File: src/design/dcw_pkg.sv
// package for the dma channel control word block
// assumes one 200 mhz clock and an apb register slave
package dcw_pkg;
  // ****************************************
  // register map (byte addresses on apb, one word apart, pending two words after count)
  // ****************************************
  localparam logic [7:0]  ADDR_CONTROL  = 8'h00;
  localparam logic [7:0]  ADDR_SRC      = 8'h04;
  localparam logic [7:0]  ADDR_DST      = 8'h08;
  localparam logic [7:0]  ADDR_COUNT    = 8'h0C;
  localparam logic [7:0]  ADDR_PENDING  = 8'h14;
  localparam logic [31:0] CONTROL_RESET = 32'h0000_0000;
  // ****************************************
  // control word fields
  // ****************************************
  localparam int POS_RUN   = 0;
  localparam int POS_MODE  = 1;
  localparam int POS_SB    = 4;
  localparam int POS_BURST = 5;
  localparam int POS_SIZE  = 6;
  localparam int POS_SRCD  = 8;
  localparam int POS_DSTD  = 10;
  localparam int POS_IE    = 12;
  localparam int POS_ACK   = 13;
  localparam int POS_BUSY  = 31;
  localparam logic [16:0] CONTROL_WMASK = 17'h1_FFFF;
  localparam int COUNT_W   = 24;
  localparam int BEATS     = 4;

  typedef enum logic [2:0] {
    DCW_MODE_SW    = 3'h0,
    DCW_MODE_EXT   = 3'h1,
    DCW_MODE_SP_TX = 3'h2,
    DCW_MODE_SP_RX = 3'h3,
    DCW_MODE_CI_IN = 3'h4,
    DCW_MODE_CI_OUT= 3'h5
  } dcw_mode_t;

  localparam logic [1:0] SIZE_BYTE = 2'h0;
  localparam logic [1:0] SIZE_HALF = 2'h1;
  localparam logic [1:0] SIZE_WORD = 2'h2;
  localparam logic [1:0] DIR_INC   = 2'h0;
  localparam logic [1:0] DIR_DEC   = 2'h1;
  localparam logic [1:0] DIR_FIX   = 2'h2;

  typedef enum logic [2:0] {
    DCW_IDLE  = 3'b000,
    DCW_WAIT  = 3'b001,
    DCW_READ  = 3'b011,
    DCW_WRITE = 3'b010,
    DCW_ACK   = 3'b110
  } dcw_state_t;
endpackage

File: src/design/dcw_addr_step.sv
// one address stepper: moves an address by the transfer width
// assumes direction and width already validated by the caller
`timescale 1ns/1ps
module dcw_addr_step
  import dcw_pkg::*;
(
  input  wire logic [31:0] i_addr,
  input  wire logic [1:0]  i_dir,
  input  wire logic [2:0]  i_width,
  input  wire logic        i_ignore,
  output logic      [31:0] o_addr
);
  always_comb begin
    o_addr = i_addr;
    if (!i_ignore) begin
      case (i_dir)
        DIR_INC: o_addr = i_addr + {29'h0, i_width};
        DIR_DEC: o_addr = i_addr - {29'h0, i_width};
        default: o_addr = i_addr;
      endcase
    end
  end
endmodule // dcw_addr_step

File: src/design/dcw_ack_timer.sv
// acknowledge pulse stretcher: holds ack for count plus one cycles
// assumes a one-cycle start pulse from the channel engine
`timescale 1ns/1ps
module dcw_ack_timer
  import dcw_pkg::*;
(
  input  wire logic       i_clock,
  input  wire logic       i_resetn,
  input  wire logic       i_start,
  input  wire logic [3:0] i_count,
  output logic            o_ack,
  output logic            o_done
);
  logic [3:0] remain;
  logic [3:0] next_remain;
  logic       next_ack;
  logic       next_done;

  always_comb begin
    next_remain = remain;
    next_ack    = o_ack;
    next_done   = 1'b0;
    if (i_start) begin
      next_ack    = 1'b1;
      next_remain = i_count;
    end else if (o_ack) begin
      if (remain == 4'h0) begin
        next_ack  = 1'b0;
        next_done = 1'b1;
      end else begin
        next_remain = remain - 4'h1;
      end
    end
  end

  always_ff @(posedge i_clock) begin
    if (!i_resetn) begin
      remain <= 4'h0;
      o_ack  <= 1'b0;
      o_done <= 1'b0;
    end else begin
      remain <= next_remain;
      o_ack  <= next_ack;
      o_done <= next_done;
    end
  end
endmodule // dcw_ack_timer

File: src/design/dcw_channel.sv
// one dma channel: control word, addresses, count, pending flag, engine
// assumes apb master on i_clock; requester may be asynchronous (pin synchroniser), data ports on i_clock
`timescale 1ns/1ps
module dcw_channel
  import dcw_pkg::*;
(
  input  wire logic        i_clock,
  input  wire logic        i_resetn,
  input  wire logic        i_psel,
  input  wire logic        i_penable,
  input  wire logic        i_pwrite,
  input  wire logic [7:0]  i_paddr,
  input  wire logic [31:0] i_pwdata,
  output logic      [31:0] o_prdata,
  output logic             o_pready,
  output logic             o_pslverr,
  input  wire logic        i_ext_request,
  input  wire logic        i_mem_ready,
  input  wire logic [31:0] i_mem_rdata,
  output logic             o_mem_read,
  output logic             o_mem_write,
  output logic      [31:0] o_mem_addr,
  output logic      [31:0] o_mem_wdata,
  output logic      [1:0]  o_mem_size,
  output logic             o_ext_ack,
  output logic             o_irq
);
  // ****************************************
  // pin synchroniser
  // ****************************************
  logic req_meta;
  logic req_sync;
  always_ff @(posedge i_clock) begin
    if (!i_resetn) begin
      req_meta <= 1'b0;
      req_sync <= 1'b0;
    end else begin
      req_meta <= i_ext_request;
      req_sync <= req_meta;
    end
  end

  // ****************************************
  // state
  // ****************************************
  logic [16:0]        control;
  logic [31:0]        src_addr;
  logic [31:0]        dst_addr;
  logic [COUNT_W-1:0] count;
  logic               pending;
  logic               busy;
  dcw_state_t         state;
  logic [1:0]         beat;
  logic [31:0]        hold [BEATS];
  logic               block_go;
  logic               ack_start;

  logic [16:0]        next_control;
  logic [31:0]        next_src_addr;
  logic [31:0]        next_dst_addr;
  logic [COUNT_W-1:0] next_count;
  logic               next_pending;
  logic               next_busy;
  dcw_state_t         next_state;
  logic [1:0]         next_beat;
  logic [31:0]        next_hold [BEATS];
  logic               next_block_go;
  logic               next_ack_start;
  logic [31:0]        next_prdata;
  logic               next_pready;
  logic               next_pslverr;
  logic               next_mem_read;
  logic               next_mem_write;
  logic [31:0]        next_mem_addr;
  logic [31:0]        next_mem_wdata;

  // ****************************************
  // field decode
  // ****************************************
  logic       run_enable_bit;
  logic [2:0] mode;
  logic       single_block_select;
  logic       four_beat_burst_enable;
  logic [1:0] transfer_size_field;
  logic [1:0] source_direction_field;
  logic [1:0] destination_direction_field;
  logic       completion_interrupt_enable;
  logic [3:0] ack_cycle_count;
  logic [2:0] width;
  logic       src_ignore;
  logic       dst_ignore;
  logic       setting_ok;
  logic       use_burst;
  logic [COUNT_W-1:0] unit;
  logic       needs_request;
  logic [31:0] src_step;
  logic [31:0] dst_step;
  logic        ack_done;

  assign run_enable_bit              = control[POS_RUN];
  assign mode                        = control[POS_MODE +: 3];
  assign single_block_select         = control[POS_SB];
  assign four_beat_burst_enable      = control[POS_BURST];
  assign transfer_size_field         = control[POS_SIZE +: 2];
  assign source_direction_field      = control[POS_SRCD +: 2];
  assign destination_direction_field = control[POS_DSTD +: 2];
  assign completion_interrupt_enable = control[POS_IE];
  assign ack_cycle_count             = control[POS_ACK +: 4];

  always_comb begin
    case (transfer_size_field)
      SIZE_BYTE: width = 3'd1;
      SIZE_HALF: width = 3'd2;
      SIZE_WORD: width = 3'd4;
      default:   width = 3'd0;
    endcase
  end

  assign src_ignore = (mode == DCW_MODE_SP_RX) || (mode == DCW_MODE_CI_OUT);
  assign dst_ignore = (mode == DCW_MODE_SP_TX) || (mode == DCW_MODE_CI_IN);
  // a reserved encoding stalls the channel instead of guessing a width
  assign setting_ok = (mode <= 3'h5) && (width != 3'd0)
                   && (src_ignore || source_direction_field != 2'h3)
                   && (dst_ignore || destination_direction_field != 2'h3);
  // burst only while a whole four-beat unit remains
  assign use_burst  = four_beat_burst_enable
                   && (count >= {19'h0, width, 2'b00});
  assign unit       = use_burst ? {19'h0, width, 2'b00} : {21'h0, width};
  assign needs_request = (mode == DCW_MODE_EXT) && !block_go;

  dcw_addr_step u_src_step (
    .i_addr   (src_addr),
    .i_dir    (source_direction_field),
    .i_width  (width),
    .i_ignore (src_ignore),
    .o_addr   (src_step)
  );

  dcw_addr_step u_dst_step (
    .i_addr   (dst_addr),
    .i_dir    (destination_direction_field),
    .i_width  (width),
    .i_ignore (dst_ignore),
    .o_addr   (dst_step)
  );

  dcw_ack_timer u_ack (
    .i_clock  (i_clock),
    .i_resetn (i_resetn),
    .i_start  (ack_start),
    .i_count  (ack_cycle_count),
    .o_ack    (o_ext_ack),
    .o_done   (ack_done)
  );

  // ****************************************
  // next-state logic
  // ****************************************
  logic apb_access;
  logic apb_wr;
  logic complete;
  assign apb_access = i_psel && i_penable && !o_pready;
  assign apb_wr     = apb_access && i_pwrite;

  always_comb begin
    next_control   = control;
    next_src_addr  = src_addr;
    next_dst_addr  = dst_addr;
    next_count     = count;
    next_pending   = pending;
    next_busy      = busy;
    next_state     = state;
    next_beat      = beat;
    next_hold      = hold;
    next_block_go  = block_go;
    next_ack_start = 1'b0;
    next_mem_read  = o_mem_read;
    next_mem_write = o_mem_write;
    next_mem_addr  = o_mem_addr;
    next_mem_wdata = o_mem_wdata;
    next_prdata    = o_prdata;
    next_pready    = apb_access;
    next_pslverr   = 1'b0;
    complete       = 1'b0;

    case (state)
      DCW_IDLE: begin
        if (run_enable_bit && setting_ok && count != '0) begin
          next_busy     = 1'b1;
          next_block_go = 1'b0;
          next_state    = DCW_WAIT;
        end
      end
      DCW_WAIT: begin
        if (count == '0) begin
          // a stop that lands on the last transfer still counts as a stop
          complete   = run_enable_bit;
          next_state = DCW_IDLE;
        end else if (!needs_request || req_sync) begin
          if (single_block_select) begin
            next_block_go = 1'b1;
          end
          next_beat     = 2'd0;
          next_mem_read = 1'b1;
          next_mem_addr = src_addr;
          next_state    = DCW_READ;
        end
      end
      DCW_READ: begin
        if (i_mem_ready) begin
          next_hold[beat] = i_mem_rdata;
          next_src_addr   = src_step;
          if (!use_burst || beat == 2'd3) begin
            next_mem_read  = 1'b0;
            next_mem_write = 1'b1;
            next_mem_addr  = dst_addr;
            next_mem_wdata = use_burst ? hold[0] : i_mem_rdata;
            next_beat      = 2'd0;
            next_state     = DCW_WRITE;
          end else begin
            next_mem_addr = src_step;
            next_beat     = beat + 2'd1;
          end
        end
      end
      DCW_WRITE: begin
        if (i_mem_ready) begin
          next_dst_addr = dst_step;
          if (!use_burst || beat == 2'd3) begin
            next_mem_write = 1'b0;
            next_count     = count - unit;
            if (mode == DCW_MODE_EXT) begin
              next_ack_start = 1'b1;
              next_state     = DCW_ACK;
            end else begin
              next_state = DCW_WAIT;
            end
          end else begin
            next_mem_addr  = dst_step;
            next_mem_wdata = hold[beat + 2'd1];
            next_beat      = beat + 2'd1;
          end
        end
      end
      DCW_ACK: begin
        if (ack_done) begin
          next_state = DCW_WAIT;
        end
      end
      default: next_state = DCW_IDLE;
    endcase

    if (complete) begin
      next_busy        = 1'b0;
      next_control[POS_RUN] = 1'b0;
      if (completion_interrupt_enable) begin
        next_pending = 1'b1;
      end
    end

    // software stop aborts quietly, finishing no pending flag
    if (state != DCW_IDLE && !run_enable_bit && !o_mem_read && !o_mem_write && !o_ext_ack) begin
      next_state    = DCW_IDLE;
      next_busy     = 1'b0;
      // cancel a read launched from the wait state in this same cycle
      next_mem_read = 1'b0;
    end

    if (apb_wr) begin
      case (i_paddr)
        ADDR_CONTROL: next_control = i_pwdata[16:0] & CONTROL_WMASK;
        ADDR_SRC:     next_src_addr = i_pwdata;
        ADDR_DST:     next_dst_addr = i_pwdata;
        ADDR_COUNT:   next_count    = i_pwdata[COUNT_W-1:0];
        ADDR_PENDING: next_pending  = (pending && !i_pwdata[0]) || (complete && completion_interrupt_enable);
        default:      next_pslverr  = 1'b1;
      endcase
    end else if (apb_access) begin
      case (i_paddr)
        ADDR_CONTROL: next_prdata = {busy, 14'h0, control};
        ADDR_SRC:     next_prdata = src_addr;
        ADDR_DST:     next_prdata = dst_addr;
        ADDR_COUNT:   next_prdata = {8'h0, count};
        ADDR_PENDING: next_prdata = {31'h0, pending};
        default: begin
          next_prdata  = 32'h0000_0000;
          next_pslverr = 1'b1;
        end
      endcase
    end
  end

  // ****************************************
  // registers
  // ****************************************
  always_ff @(posedge i_clock) begin
    if (!i_resetn) begin
      control     <= CONTROL_RESET[16:0];
      src_addr    <= 32'h0000_0000;
      dst_addr    <= 32'h0000_0000;
      count       <= '0;
      pending     <= 1'b0;
      busy        <= 1'b0;
      state       <= DCW_IDLE;
      beat        <= 2'd0;
      hold        <= '{default: 32'h0000_0000};
      block_go    <= 1'b0;
      ack_start   <= 1'b0;
      o_prdata    <= 32'h0000_0000;
      o_pready    <= 1'b0;
      o_pslverr   <= 1'b0;
      o_mem_read  <= 1'b0;
      o_mem_write <= 1'b0;
      o_mem_addr  <= 32'h0000_0000;
      o_mem_wdata <= 32'h0000_0000;
      o_mem_size  <= 2'h0;
      o_irq       <= 1'b0;
    end else begin
      control     <= next_control;
      src_addr    <= next_src_addr;
      dst_addr    <= next_dst_addr;
      count       <= next_count;
      pending     <= next_pending;
      busy        <= next_busy;
      state       <= next_state;
      beat        <= next_beat;
      hold        <= next_hold;
      block_go    <= next_block_go;
      ack_start   <= next_ack_start;
      o_prdata    <= next_prdata;
      o_pready    <= next_pready;
      o_pslverr   <= next_pslverr;
      o_mem_read  <= next_mem_read;
      o_mem_write <= next_mem_write;
      o_mem_addr  <= next_mem_addr;
      o_mem_wdata <= next_mem_wdata;
      o_mem_size  <= transfer_size_field;
      o_irq       <= next_pending;
    end
  end

  // ****************************************
  // checks
  // ****************************************
  AST_IDLE_NOT_BUSY: assert property (@(posedge i_clock) disable iff (!i_resetn)
    busy == (state != DCW_IDLE)) else $error("busy while idle");
  AST_START_BUSY: assert property (@(posedge i_clock) disable iff (!i_resetn)
    (state == DCW_IDLE && next_state == DCW_WAIT) |=> busy) else $error("busy not set");
  AST_BAD_NO_XFER: assert property (@(posedge i_clock) disable iff (!i_resetn)
    (state == DCW_IDLE && !setting_ok) |=> state == DCW_IDLE) else $error("reserved setting ran");
  AST_NO_IRQ_ABORT: assert property (@(posedge i_clock) disable iff (!i_resetn)
    (state != DCW_IDLE && !run_enable_bit && !pending && !apb_wr) |=> !pending) else $error("irq on abort");
  AST_IE_OFF: assert property (@(posedge i_clock) disable iff (!i_resetn)
    (!pending && !completion_interrupt_enable && !apb_wr) |=> !pending) else $error("irq with ie off");
  AST_COUNT_STEP: assert property (@(posedge i_clock) disable iff (!i_resetn)
    (state == DCW_WRITE && next_state != DCW_WRITE && !apb_wr) |=> count == $past(count) - $past(unit))
    else $error("count step wrong");
  AST_SRC_STEP: assert property (@(posedge i_clock) disable iff (!i_resetn)
    (state == DCW_READ && i_mem_ready && !src_ignore && source_direction_field == DIR_INC && !apb_wr)
    |=> src_addr == $past(src_addr) + {29'h0, $past(width)}) else $error("source step wrong");
  AST_ACK_LEN: assert property (@(posedge i_clock) disable iff (!i_resetn)
    ($rose(o_ext_ack) && ack_cycle_count == 4'h1) |-> o_ext_ack [*2] ##1 !o_ext_ack) else $error("ack length");
endmodule // dcw_channel

File: config.mk
export PLATFORM = sky130hd
export DESIGN_NAME = dcw_channel
export DESIGN_NICKNAME = d
export VERILOG_FILES = /design/src/design/dcw_pkg.sv /design/src/design/dcw_addr_step.sv /design/src/design/dcw_ack_timer.sv /design/src/design/dcw_channel.sv
export SDC_FILE = /design/constraint.sdc
export NUM_CORES = 1
export LEC_CHECK = 0
export BUFFER_PORTS_ARGS = -buffer_cell sky130_fd_sc_hd__buf_4
export CORE_ASPECT_RATIO = 1.25
export CORE_MARGIN = 1.5
export CORE_UTILIZATION = 25
export CTS_CLUSTER_DIAMETER = 50
export DETAILED_ROUTE_END_ITERATION = 7
export GPL_TIMING_DRIVEN = 0
export SLEW_MARGIN = 10
export SYNTH_ARGS = -nofsm -noshare
export SYNTH_HDL_FRONTEND = slang
export SYNTH_HIERARCHICAL = 1
export SYNTH_SLANG_ARGS = --single-unit
File: constraint.sdc
create_clock -name i_clock -period 9.3 [get_ports i_clock]
set_input_delay 0.93 -clock i_clock [delete_from_list [all_inputs] [get_ports i_clock]]
set_output_delay 0.93 -clock i_clock [all_outputs]
set_load 0.05 [all_outputs]
==> results of run 1 <==
-- synth_stat cells (all sizes together), types with 3 or more instances --
cell / n / area (sq um)
a31oi: 77 / 497
a211oi: 7 / 57.6
or2: 5 / 31.3
ha: 84 / 1050
and4: 3 / 26.3
nand3: 96 / 480
o2bb2ai: 3 / 26.3
a22o: 33 / 298
o211ai: 32 / 250
fa: 3 / 60.1
a21o: 25 / 190
nor2b: 28 / 175
o21a: 10 / 75.1
o21ai: 210 / 1070
nor3: 26 / 140
a22oi: 26 / 195
nand2b: 12 / 75.1
inv: 38 / 143
or4: 5 / 45.0
xor2: 38 / 333
mux4: 32 / 721
nor4: 7 / 80.1
nand2: 643 / 2420
xnor2: 31 / 272
and2: 20 / 128
and3: 12 / 77.6
o211a: 97 / 971
nor4b: 5 / 50.0
nand4: 25 / 163
or3: 12 / 76.3
mux2i: 46 / 460
o31ai: 8 / 73.8
dfxtp: 352 / 7050
nor2: 95 / 359
a21oi: 167 / 881
a21boi: 139 / 1040
buf: 45 / 268
nand3b: 7 / 52.6
o221ai: 4 / 41.3
o21bai: 9 / 67.6
clkbuf: 169 / 636
o31a: 4 / 35.0
nor3b: 6 / 45.0
-- routing by layer --
layer | GRT usage | vias up | share of wire
met5 | 0 | - | 0.00029
met2 | 0.343 | 830 | 0.48
met3 | 0.0332 | 202 | 0.063
met1 | 0.223 | 10300 | 0.39
li1 | - | 10200 | -
met4 | 0.112 | 4 | 0.061
-- per-stage QoR --
stage / area, sq um / hold slack (ps)
6_report: 25900 / 434
5_1_grt: 25900 / 449
4_1_cts: 25900 / 437
3_5_place_dp: 24200 / 424
3_3_place_gp: 24200 / 422
2_1_floorplan: 21500 / 412
-- layout make-up --
class,instances,share of cell area
Inverter,38,0.00550
Buffer,214,0.0348
Multi-Input combinational cell,2120,0.516
Clock inverter,31,0.0150
Timing Repair Buffer,182,0.0530
Clock buffer,60,0.0516
Sequential cell,352,0.272
Tap cell,1089,0.0525
-- sequential cells by signal, summed over array words and instances, names as in the netlist, 2 cells and up --
name	cells
o_mem_wdata	32
count	24
dst_addr	32
o_prdata	32
o_mem_size	2
u_ack/remain	4
beat	2
src_addr	32
control	17
o_mem_addr	32
state	3
hold	128
-- report_power, final --
group	internal [uW]	leakage [uW]	switching (uW)
Combinational	60.1	0.00701	122
Clock	1190	0.000829	812
Sequential	1520	0.00284	5.36
-- logic make-up after synthesis --
| kind of cell | Yosys count | synth area share |
|---|---|---|
| DFF | 352 | 0.328 |
| AOI/OAI and AO/OA | 870 | 0.278 |
| xor gates and xnor gates | 69 | 0.0282 |
| adders and majority gates | 87 | 0.0518 |
| muxes | 79 | 0.0556 |
| and+or+nand+nor | 1015 | 0.210 |
| buffers and inverters | 252 | 0.0487 |
-- cells in the final DEF (no fill, tap or decap), types with 28 or more instances in the layout --
master / instances
nand2_1: 642
dfxtp_1: 352
o21ai_0: 202
buf_4: 183
clkbuf_1: 173
a21oi_1: 159
a21boi_0: 139
o211a_1: 97
nand3_1: 96
nor2_1: 94
ha_1: 84
a31oi_1: 76
clkbuf_16: 50
mux2i_1: 46
inv_1: 38
xor2_1: 38
mux4_2: 32
a22o_1: 32
xnor2_1: 31
o211ai_1: 30
nor2b_1: 28
-- worst min-delay path by stage --
stage / cells past startpoint / to / slack, ps / start
after detailed placement: 1 / req_sync / 420 / req_meta
final: 1 / req_sync / 430 / req_meta
after global routing: 1 / req_sync / 450 / req_meta
after CTS: 1 / req_sync / 440 / req_meta
after global placement: 1 / req_sync / 420 / req_meta
after floorplan: 1 / req_sync / 410 / req_meta
-- worst register-to-register path, delay by kind of cell (launching register included) --
| kind | cells | cell delay, ps |
|---|---|---|
| flip-flops | 1 | 300 |
| AND/OR/NAND/NOR | 2 | 1370 |
| adder cells (fa/ha/maj) | 3 | 980 |
| AO/OA/AOI/OAI | 12 | 2580 |
| buffers and inverters | 3 | 580 |
==> summary.md, run 1 <==
| Metric | Value |
|---|---|
| Worst vdd ir | 0.000124 V |
| Total power | 3700 uW |
| Cells after Synth | 2724 |
| Antenna-violating nets left | 0 |
| Routed vias | 21500 |
| Kind of critical path | reg2reg |
| Core area | 84600 sq um |
| Routed len/inst | 21.6 um |
| Pwr Density | 143 nW/um^2 |
| Post-Place Worst Slack | 3670 ps |
| Final hold violation count | 0 |
| Max Fclk | 0.170 GHz |
| Setup bufs post-CTS | 0 |
| DRC viols | 0 |
| Diode count | 0 |
| CP endpoint | o_mem_addr[27] |
| Distinct cells, synth | 92 |
| Worst Path Buf+Inv | 3 |
| Critical Path Source | control[6] |
| Fin nets | 3123 |
| Req. time, crit path | 9830 ps |
| Reg area | 7050 sq um |
| Die height | 331 um |
| Hpwl dp | 68500 um |
| Most frequent cell on the critical path | a21oi_1 |
| Syn avg cell area | 7.88 sq um |
| CTS tree | built |
| DR iter-0 viols | 1925 |
| CP Cell Sequence | buf_2 -> nor2b_1 -> inv_1 -> ha_1 -> ha_1 -> nand2b_1 -> ha_1 -> buf_2 -> a21o_1 -> a21oi_1 -> o221ai_1 -> o2bb2ai_1 -> a21oi_1 -> a21boi_0 -> o21a_1 -> o31ai_1 -> o21ai_0 -> a31oi_1 -> a21oi_1 -> a21oi_1 |
| Worst-path clk slew | 60 ps |
| Fin crit period | 5890 ps |
| Post-Syn Nets | 2890 |
| RSZ-0062 raised after global routing | false |
| Clk Latency, worst-skew pair | 620 ps |
| Hold_buf cts | 0 |
| Status | finished clean |
| Period utilization | 0.634 |
| Non-Filler Instances | 4086 |
| Via density | 5.27 |
| Synthesis-to-layout area growth | 20.9% |
| Port Buffers | 181 |
| WL final | 88400 um |
| Number of clock sinks | 352 |
| Longest Clk Path Bufs | 3 |
| Worst path top cell family by delay | compound AO/OA/AOI/OAI gates |
| Congestion Overflow GR | 0 |
| Crit start category | flop |
| Worst path arrival time | 6420 ps |
| GP Congestion | 0.969 |
| GRT Total Usage | 0.195 |
| Slew Viols, Final | 0 |
| Final setup margin | 3410 ps |
| Die area | 87600 sq um |
| CP max-delay cell | nor2b_1 |
| Max FO, Critical Path | 14 |
| TNS Setup | 0 ps |
| Vias in the first global route | 20500 |
| Syn. warnings | 6 |
| TritonCTS Buffers | 49 |
| Pin count of the biggest net entering global routing | 18 |
| Min-Delay Path Class | reg2reg |
| Placed Instances | 3995 |
| First-pass GRT wire length | 129000 um |
| #FFs+latches synth | 352 |
| Relative slew slack | 0.258 |
| Setup violators final | 0 |
| Post-synth EDFFs | 0 |
| Fin util | 0.307 |
| Post-cts resize count | 0 |
| Antenna violations before repair | 2 |
| Ys async rst share | 0 |
| Clock skew | 49.6 ps |
| Slowest Stage Delay on Critical Path | 770 ps |
| H-tree depth | 2 |
| Worst slew pin tran | 1110 ps |
| Root buffer cell | clkbuf_16 |
| Layout cell share with drive strength beyond 1 | 0.128 |
| Crit end category | flop |
| RR Startpoint | control[6] |
| Boundary Pins | 183 |
| Fillcell total | 8989 |
| Site Rows | 119 |
| Crit path depth | 20 |
| Synth Flop Type | dfxtp_1 |
| Pre-antenna DRT Iters | 6 |
| Post-Synthesis Cell Area | 21500 sq um |
| Die Wd | 265 um |
| Starting Density | 0.254 |
| Pleak | 0.0107 uW |
| Max-Cap Viols | 0 |
| Reg2reg path depth | 20 |
| Sequential area share after synthesis | 0.328 |
| Multi-input logic area | 13400 sq um |
| Reg2reg end | o_mem_addr[27] |
| R2R setup slack | 3410 ps |
(Power assumes the default switching activity.)
==> run 2, diff against run 1 <==
==> constraint.sdc (replaced) <==
create_clock -name i_clock -period 6.08 [get_ports i_clock]
set_input_delay 0.608 -clock i_clock [delete_from_list [all_inputs] [get_ports i_clock]]
set_output_delay 0.608 -clock i_clock [all_outputs]
set_load 0.05 [all_outputs]
==> summary.md, run 2 (same netlist as run 1, synthesis figures left out) <==
| Metric | Value |
|---|---|
| Kind of critical path | reg2reg |
| Antenna-violating nets left | 0 (unchanged) |
| Worst slew pin tran | 1110 ps (+2.34 ps) |
| WL final | 88400 um (about the same) |
| Core area | 84600 sq um (unchanged) |
| Total power | 5660 uW (+53%) |
| Layout cell share with drive strength beyond 1 | 0.129 (+0.000334) |
| Clk Latency, worst-skew pair | 620 ps (about the same) |
| H-tree depth | 2 (unchanged) |
| Synthesis-to-layout area growth | 20.9% (about the same) |
| Die height | 331 um (unchanged) |
| Port Buffers | 181 (unchanged) |
| Status | finished clean |
| DRC viols | 0 (unchanged) |
| Multi-input logic area | 13400 sq um (about the same) |
| Most common cell after layout, fill and taps aside | nand2_1 |
| Site Rows | 119 (unchanged) |
| Setup violators final | 0 (unchanged) |
| Period utilization | 0.920 (+0.286) |
| Reg area | 7050 sq um (unchanged) |
| Hold_sp | i_ext_request |
| Die area | 87600 sq um (unchanged) |
| Reg2reg path depth | 20 (unchanged) |
| RR Startpoint | control[6] |
| TritonCTS Buffers | 49 (unchanged) |
| Req. time, crit path | 6610 ps (-3220 ps) |
| Vias in the first global route | 20500 (unchanged) |
| Pin count of the biggest net entering global routing | 18 (unchanged) |
| Largest register by flop count | hold |
| Antenna violations before repair | 2 (unchanged) |
| DR iter-0 viols | 1919 (-0.31%) |
| Most frequent cells in the layout | 642 x nand2_1, 352 x dfxtp_1, 202 x o21ai_0 |
| Die Wd | 265 um (unchanged) |
| Root buffer cell | clkbuf_16 |
| Congestion Overflow GR | 0 (unchanged) |
| CTS tree | built |
| Max FFs per register | 128 (unchanged) |
| Hpwl dp | 68500 um (unchanged) |
| Fin crit period | 5590 ps (-299 ps) |
| Crit start category | flop |
| Hold depth | 2 (+1) |
| GRT Total Usage | 0.195 (unchanged) |
| Relative slew slack | 0.257 (-0.00156) |
| Final hold violation count | 0 (unchanged) |
| Placed Instances | 3995 (unchanged) |
| Routed vias | 21600 (+0.098%) |
| Starting Density | 0.254 (unchanged) |
| Pwr Density | 218 nW/um^2 (+53%) |
| Min-Delay Path Class | in2reg |
| Via density | 5.27 (about the same) |
| Number of clock sinks | 352 (unchanged) |
| GP Congestion | 0.969 (unchanged) |
| Longest Clk Path Bufs | 3 (unchanged) |
| Routed len/inst | 21.6 um (about the same) |
| Clock skew | 49.3 ps (-0.275 ps) |
| Worst path arrival time | 6120 ps (-300 ps) |
| Pre-antenna DRT Iters | 6 (unchanged) |
| Reg2reg end | o_mem_addr[27] |
| Worst-path clk slew | 60 ps (about the same) |
| Fin nets | 3123 (unchanged) |
| Hold endpoint | req_meta |
| First-pass GRT wire length | 129000 um (unchanged) |
| Worst vdd ir | 0.000190 V (+53%) |
| Slew Viols, Final | 0 (unchanged) |
| R2R setup slack | 490 ps (-2920 ps) |
| Max FO, Critical Path | 14 (unchanged) |
| Non-Filler Instances | 4086 (unchanged) |
| Boundary Pins | 183 (unchanged) |
| Hold_buf cts | 0 (unchanged) |
| RSZ-0062 raised after global routing | false |
| Max Fclk | 0.179 GHz (+5.3%) |
| Crit end category | flop |
| Fillcell total | 8990 (+0.011%) |
| Diode count | 0 (unchanged) |
| Max-Cap Viols | 0 (unchanged) |
| Pleak | 0.0107 uW (about the same) |
[run 2: critical path, cell delays in order (launching register included)]
cell       delay, ps
dfxtp_1          300
buf_2            230
nor2b_2          520
inv_1            150
ha_1             240
ha_1             170
nand2b_1         590
ha_1             530
buf_2            170
a21o_1           190
a21oi_1          260
o221ai_1         270
o2bb2ai_1        200
a21oi_1          300
a21boi_0         250
o21a_1           220
o31ai_1          310
o21ai_0          160
a31oi_1          190
a21oi_1           80
a21oi_1          160
[run 2: worst max-delay path by stage]
| stage | start | to | slack (ps) | cells past startpoint |
|---|---|---|---|---|
| floorplan | control[6] | o_mem_addr[18] | 1360 | 17 |
| global placement | control[6] | o_mem_addr[28] | -1050 | 18 |
| detailed placement | control[6] | o_mem_addr[22] | 450 | 19 |
| CTS | control[6] | o_mem_addr[27] | 400 | 20 |
| global route | control[6] | count[14] | 240 | 21 |
| finish | control[6] | o_mem_addr[27] | 490 | 20 |
[run 2: through the flow]
step	cell area, sq um	TNS (ps)	hold slack, ps	worst slack (ps)	util
2_1_floorplan	21500	0	412	1360	-
3_3_place_gp	24200	-24160	422	-1050	0.286
3_5_place_dp	24200	0	424	447	0.286
4_1_cts	25900	0	202	398	0.307
5_1_grt	25900	0	230	244	0.307
6_report	25900	0	228	487	0.307
[run 2: layer usage]
layer	GRT usage	vias to the layer above	wire length (um)
li1	-	10200	-
met1	0.223	10300	34700
met2	0.343	822	42800
met3	0.0332	206	5490
met4	0.112	4	5410
met5	0	-	26
[run 2: power breakdown]
| group | switching, uW | leakage, uW | total, uW | internal, uW |
|---|---|---|---|---|
| logic | 187 | 0.00701 | 278 | 91.9 |
| registers | 8.20 | 0.00284 | 2330 | 2320 |
| clock network | 1240 | 0.000829 | 3060 | 1810 |
| total | 1440 | 0.0107 | 5660 | 4230 |
[run 2: cell type report]
type | instances | area share
tap | 1089 | 0.0525
sequential | 352 | 0.272
multi-input combinational | 2120 | 0.516
buffer | 214 | 0.0348
clock inverter | 31 | 0.0150
clock buffer | 60 | 0.0516
inverter | 38 | 0.00550
timing repair buffer | 182 | 0.0529
[run 2: repair_timing]
action,CTS,global route
gates resized for setup,0,1
setup buffers,0,0
endpoints found under the setup margin,0,7
==> run 3, diff against run 2 <==
--- a/config.mk
+++ b/config.mk
@@ -5,13 +5,15 @@
 export SDC_FILE = /design/constraint.sdc
 export NUM_CORES = 1
 export LEC_CHECK = 0
+export ABC_AREA = 1
 export BUFFER_PORTS_ARGS = -buffer_cell sky130_fd_sc_hd__buf_4
 export CORE_ASPECT_RATIO = 1.25
 export CORE_MARGIN = 1.5
-export CORE_UTILIZATION = 25
+export CORE_UTILIZATION = 55
 export CTS_CLUSTER_DIAMETER = 50
 export DETAILED_ROUTE_END_ITERATION = 7
 export GPL_TIMING_DRIVEN = 0
+export PLACE_DENSITY = 0.74
 export SLEW_MARGIN = 10
 export SYNTH_ARGS = -nofsm -noshare
 export SYNTH_HDL_FRONTEND = slang
==> summary.md, run 3 <==
| Metric | Value |
|---|---|
| Syn. warnings | 6 (unchanged) |
| Boundary Pins | 183 (unchanged) |
| Layout cell share with drive strength beyond 1 | 0.0975 (-0.0313) |
| Max FO, Critical Path | 10 (-4) |
| Non-Filler Instances | 4627 (+13%) |
| Pin count of the biggest net entering global routing | 15 (-3) |
| Die area | 43400 sq um (-50%) |
| Hold_buf cts | 0 (unchanged) |
| Final hold violation count | 0 (unchanged) |
| Relative slew slack | 0.100 (-0.156) |
| Sequential Power Share | 0.348 (-0.063) |
| DR iter-0 viols | 2379 (+24%) |
| Gate power share | 0.285 (+0.236) |
| Crit start category | flop |
| Hold depth | 3 (+1) |
| Post-synth EDFFs | 0 (unchanged) |
| Site Rows | 83 (-30%) |
| Worst path arrival time | 5790 ps (-330 ps) |
| H-tree depth | 2 (unchanged) |
| Routed len/inst | 21.6 um (-0.37%) |
| Core area | 41300 sq um (-51%) |
| Period utilization | 0.864 (-0.0559) |
| Max-Cap Viols | 0 (unchanged) |
| Largest register by flop count | hold |
| Placed Instances | 4549 (+14%) |
| Pwr Density | 276 nW/um^2 (+26%) |
| Placed cell areas | 25300 sq um (+4.5%) |
| Synth area leader | dfxtp_1 |
| Setup violators final | 0 (unchanged) |
| Antenna violations before repair | 2 (unchanged) |
| TNS Setup | 0 ps (unchanged) |
| Synthesis-to-layout area growth | 15.5% |
| Clock skew | 28.6 ps (-20.7 ps) |
| #FFs+latches synth | 352 (unchanged) |
| Status | finished clean |
| Clk pwr share | 0.367 (-0.173) |
| Number of clock sinks | 352 (unchanged) |
| Most frequent cells in the layout | 1069 x nand2_1, 525 x inv_1, 451 x o21ai_0 |
| Die Wd | 187 um (-30%) |
| Port Buffers | 182 (+0.55%) |
| Congestion Overflow GR | 0 (unchanged) |
| Distinct cells, synth | 51 (-45%) |
| Die height | 233 um (-30%) |
| GP Congestion | 1.04 (+7.3%) |
| Share of the synthesized area in the top cell type | 0.304 (-0.0244) |
| WL final | 99800 um (+13%) |
| Reg area | 7050 sq um (unchanged) |
| Post-Synthesis Cell Area | 23200 sq um (+8.0%) |
| Reg2reg path depth | 25 (+25%) |
| Worst-path clk slew | 60 ps (about the same) |
| Fillcell total | 4182 (-53%) |
| Via density | 5.79 (+9.8%) |
| Min Hold Slack | 189 ps (-38.8 ps) |
| Sw Ratio | 0.376 (+0.123) |
| Fin nets | 4207 (+35%) |
| Crit end category | flop |
| NetSw | 2780 uW (+94%) |
| Min-Delay Path Class | in2reg |
| Count leader, synth | nand2_1 |
| Post-Syn Nets | 3979 (+38%) |
| GRT Total Usage | 0.449 (+0.253) |
| Antenna-violating nets left | 0 (unchanged) |
| Cells after Synth | 3813 (+40%) |
| Pleak | 0.0127 uW (+19%) |
| Synth Flop Type | dfxtp_1 |
| Vias in the first global route | 25500 (+24%) |
| Slew Viols, Final | 0 (unchanged) |
| Ys async rst share | 0 (unchanged) |
| Fin crit period | 5250 ps (-340 ps) |
| DRC viols | 0 (unchanged) |
| TritonCTS Buffers | 42 (-14%) |
| Post-cts resize count | 0 (unchanged) |
| Clk Latency, worst-skew pair | 620 ps (about the same) |
| Multi-input logic area | 13300 sq um (-0.40%) |
| RSZ-0062 raised after global routing | false |
| Post-Place Worst Slack | 1130 ps (+684 ps) |
| Routed vias | 26800 (+24%) |
| Req. time, crit path | 6620 ps (about the same) |
| Longest Clk Path Bufs | 3 (unchanged) |
| Syn avg cell area | 6.08 sq um (-23%) |
| Starting Density | 0.561 (+0.307) |
| Worst vdd ir | 0.000354 V (+87%) |
| Hpwl dp | 78100 um (+14%) |
| First-pass GRT wire length | 147000 um (+14%) |
| Synth top cells by count | 1069 x nand2_1, 525 x inv_1, 452 x o21ai_0 |
| Max FFs per register | 128 (unchanged) |
| P_int | 4600 uW (+9.0%) |
| Setup bufs post-CTS | 0 (unchanged) |
| Final Cell Area | 26800 sq um (+3.2%) |
| Most common cell after layout, fill and taps aside | nand2_1 |
| Final setup margin | 827 ps (+340 ps) |
| Kind of critical path | reg2reg |
| Main area contributors after synthesis | dfxtp_1 30%, nand2_1 17%, o21ai_0 9.8% |
| Worst slew pin tran | 1340 ps (+232 ps) |
| CTS tree | built |
| Sequential area share after synthesis | 0.304 (-0.0244) |
| Pre-antenna DRT Iters | 6 (unchanged) |
| Root buffer cell | clkbuf_16 |
| Max Fclk | 0.190 GHz (+6.5%) |
[run 3: cell type report]
cell class                      count  area share
Multi-Input combinational cell   2738       0.498
Sequential cell                   352       0.263
Inverter                          537      0.0755
Timing Repair Buffer              184      0.0520
Clock buffer                       54      0.0443
Buffer                            186      0.0302
Tap cell                          552      0.0258
Clock inverter                     22      0.0109
Antenna cell                        2    0.000187
[run 3: worst max-delay path, stage by stage (launching register included)]
cell     delay, ps
dfxtp_1        430
inv_1          110
nor2_1        1010
inv_1          170
ha_1           270
nor2_1         100
nand2_1         50
nor2_1         110
nand2_1        140
nand2_1        330
inv_2          150
buf_2          240
nor2_1         110
ha_1           200
inv_1           70
fa_1           410
nand3_1         90
nand2_1         90
nand2_1         90
nand2_1         90
nor2_1         160
nand2_1        130
nor2_4         150
nand2_1         70
or2_0          210
a21oi_1        170
[run 3: routing by layer]
layer	vias to the layer above	track usage	part of all wire
met4	4	0.421	0.11
met3	492	0.0959	0.088
met5	-	0	0.00025
met1	12100	0.460	0.34
li1	12700	-	-
met2	1503	0.766	0.47
[run 3: path summary, 6_finish.rpt]
kind,from,end,slack (ps)
worst max-delay path,control[7],count[10],830
worst min-delay path,i_ext_request,req_meta,190
worst max register to register,control[7],count[10],830
worst min register to register,req_meta,req_sync,440
[run 3: cells by family (layout without fill, tap and decap cells)]
kind of cell	Yosys count	count (layout)	synth area share
DFF	352	352	0.304
adders and majority gates	87	87	0.0479
and+or+nand+nor	1661	1661	0.297
AOI/OAI and AO/OA	963	963	0.219
buffers and inverters	723	983	0.122
xor gates and xnor gates	27	27	0.0102
other	0	2	0
[run 3: power groups by stage]
| stage | clock (uW) | sequential (uW) | combinational (uW) |
|---|---|---|---|
| 6_report | 2710 | 2570 | 2110 |
| 5_1_grt | 2780 | 2580 | 2240 |
| 4_1_cts | 2690 | 2560 | 2050 |
| 3_5_place_dp | 0 | 2610 | 2040 |
| 3_3_place_gp | 0 | 2610 | 2030 |
| 2_1_floorplan | 0 | 2950 | 993 |
[run 3: stage by stage]
| stage | utilization | power (uW) |
|---|---|---|
| 6_report | 0.648 | 7380 |
| 5_1_grt | 0.648 | 7600 |
| 4_1_cts | 0.648 | 7300 |
| 3_5_place_dp | 0.612 | 4650 |
| 3_3_place_gp | 0.611 | 4640 |
| 2_1_floorplan | - | 3940 |
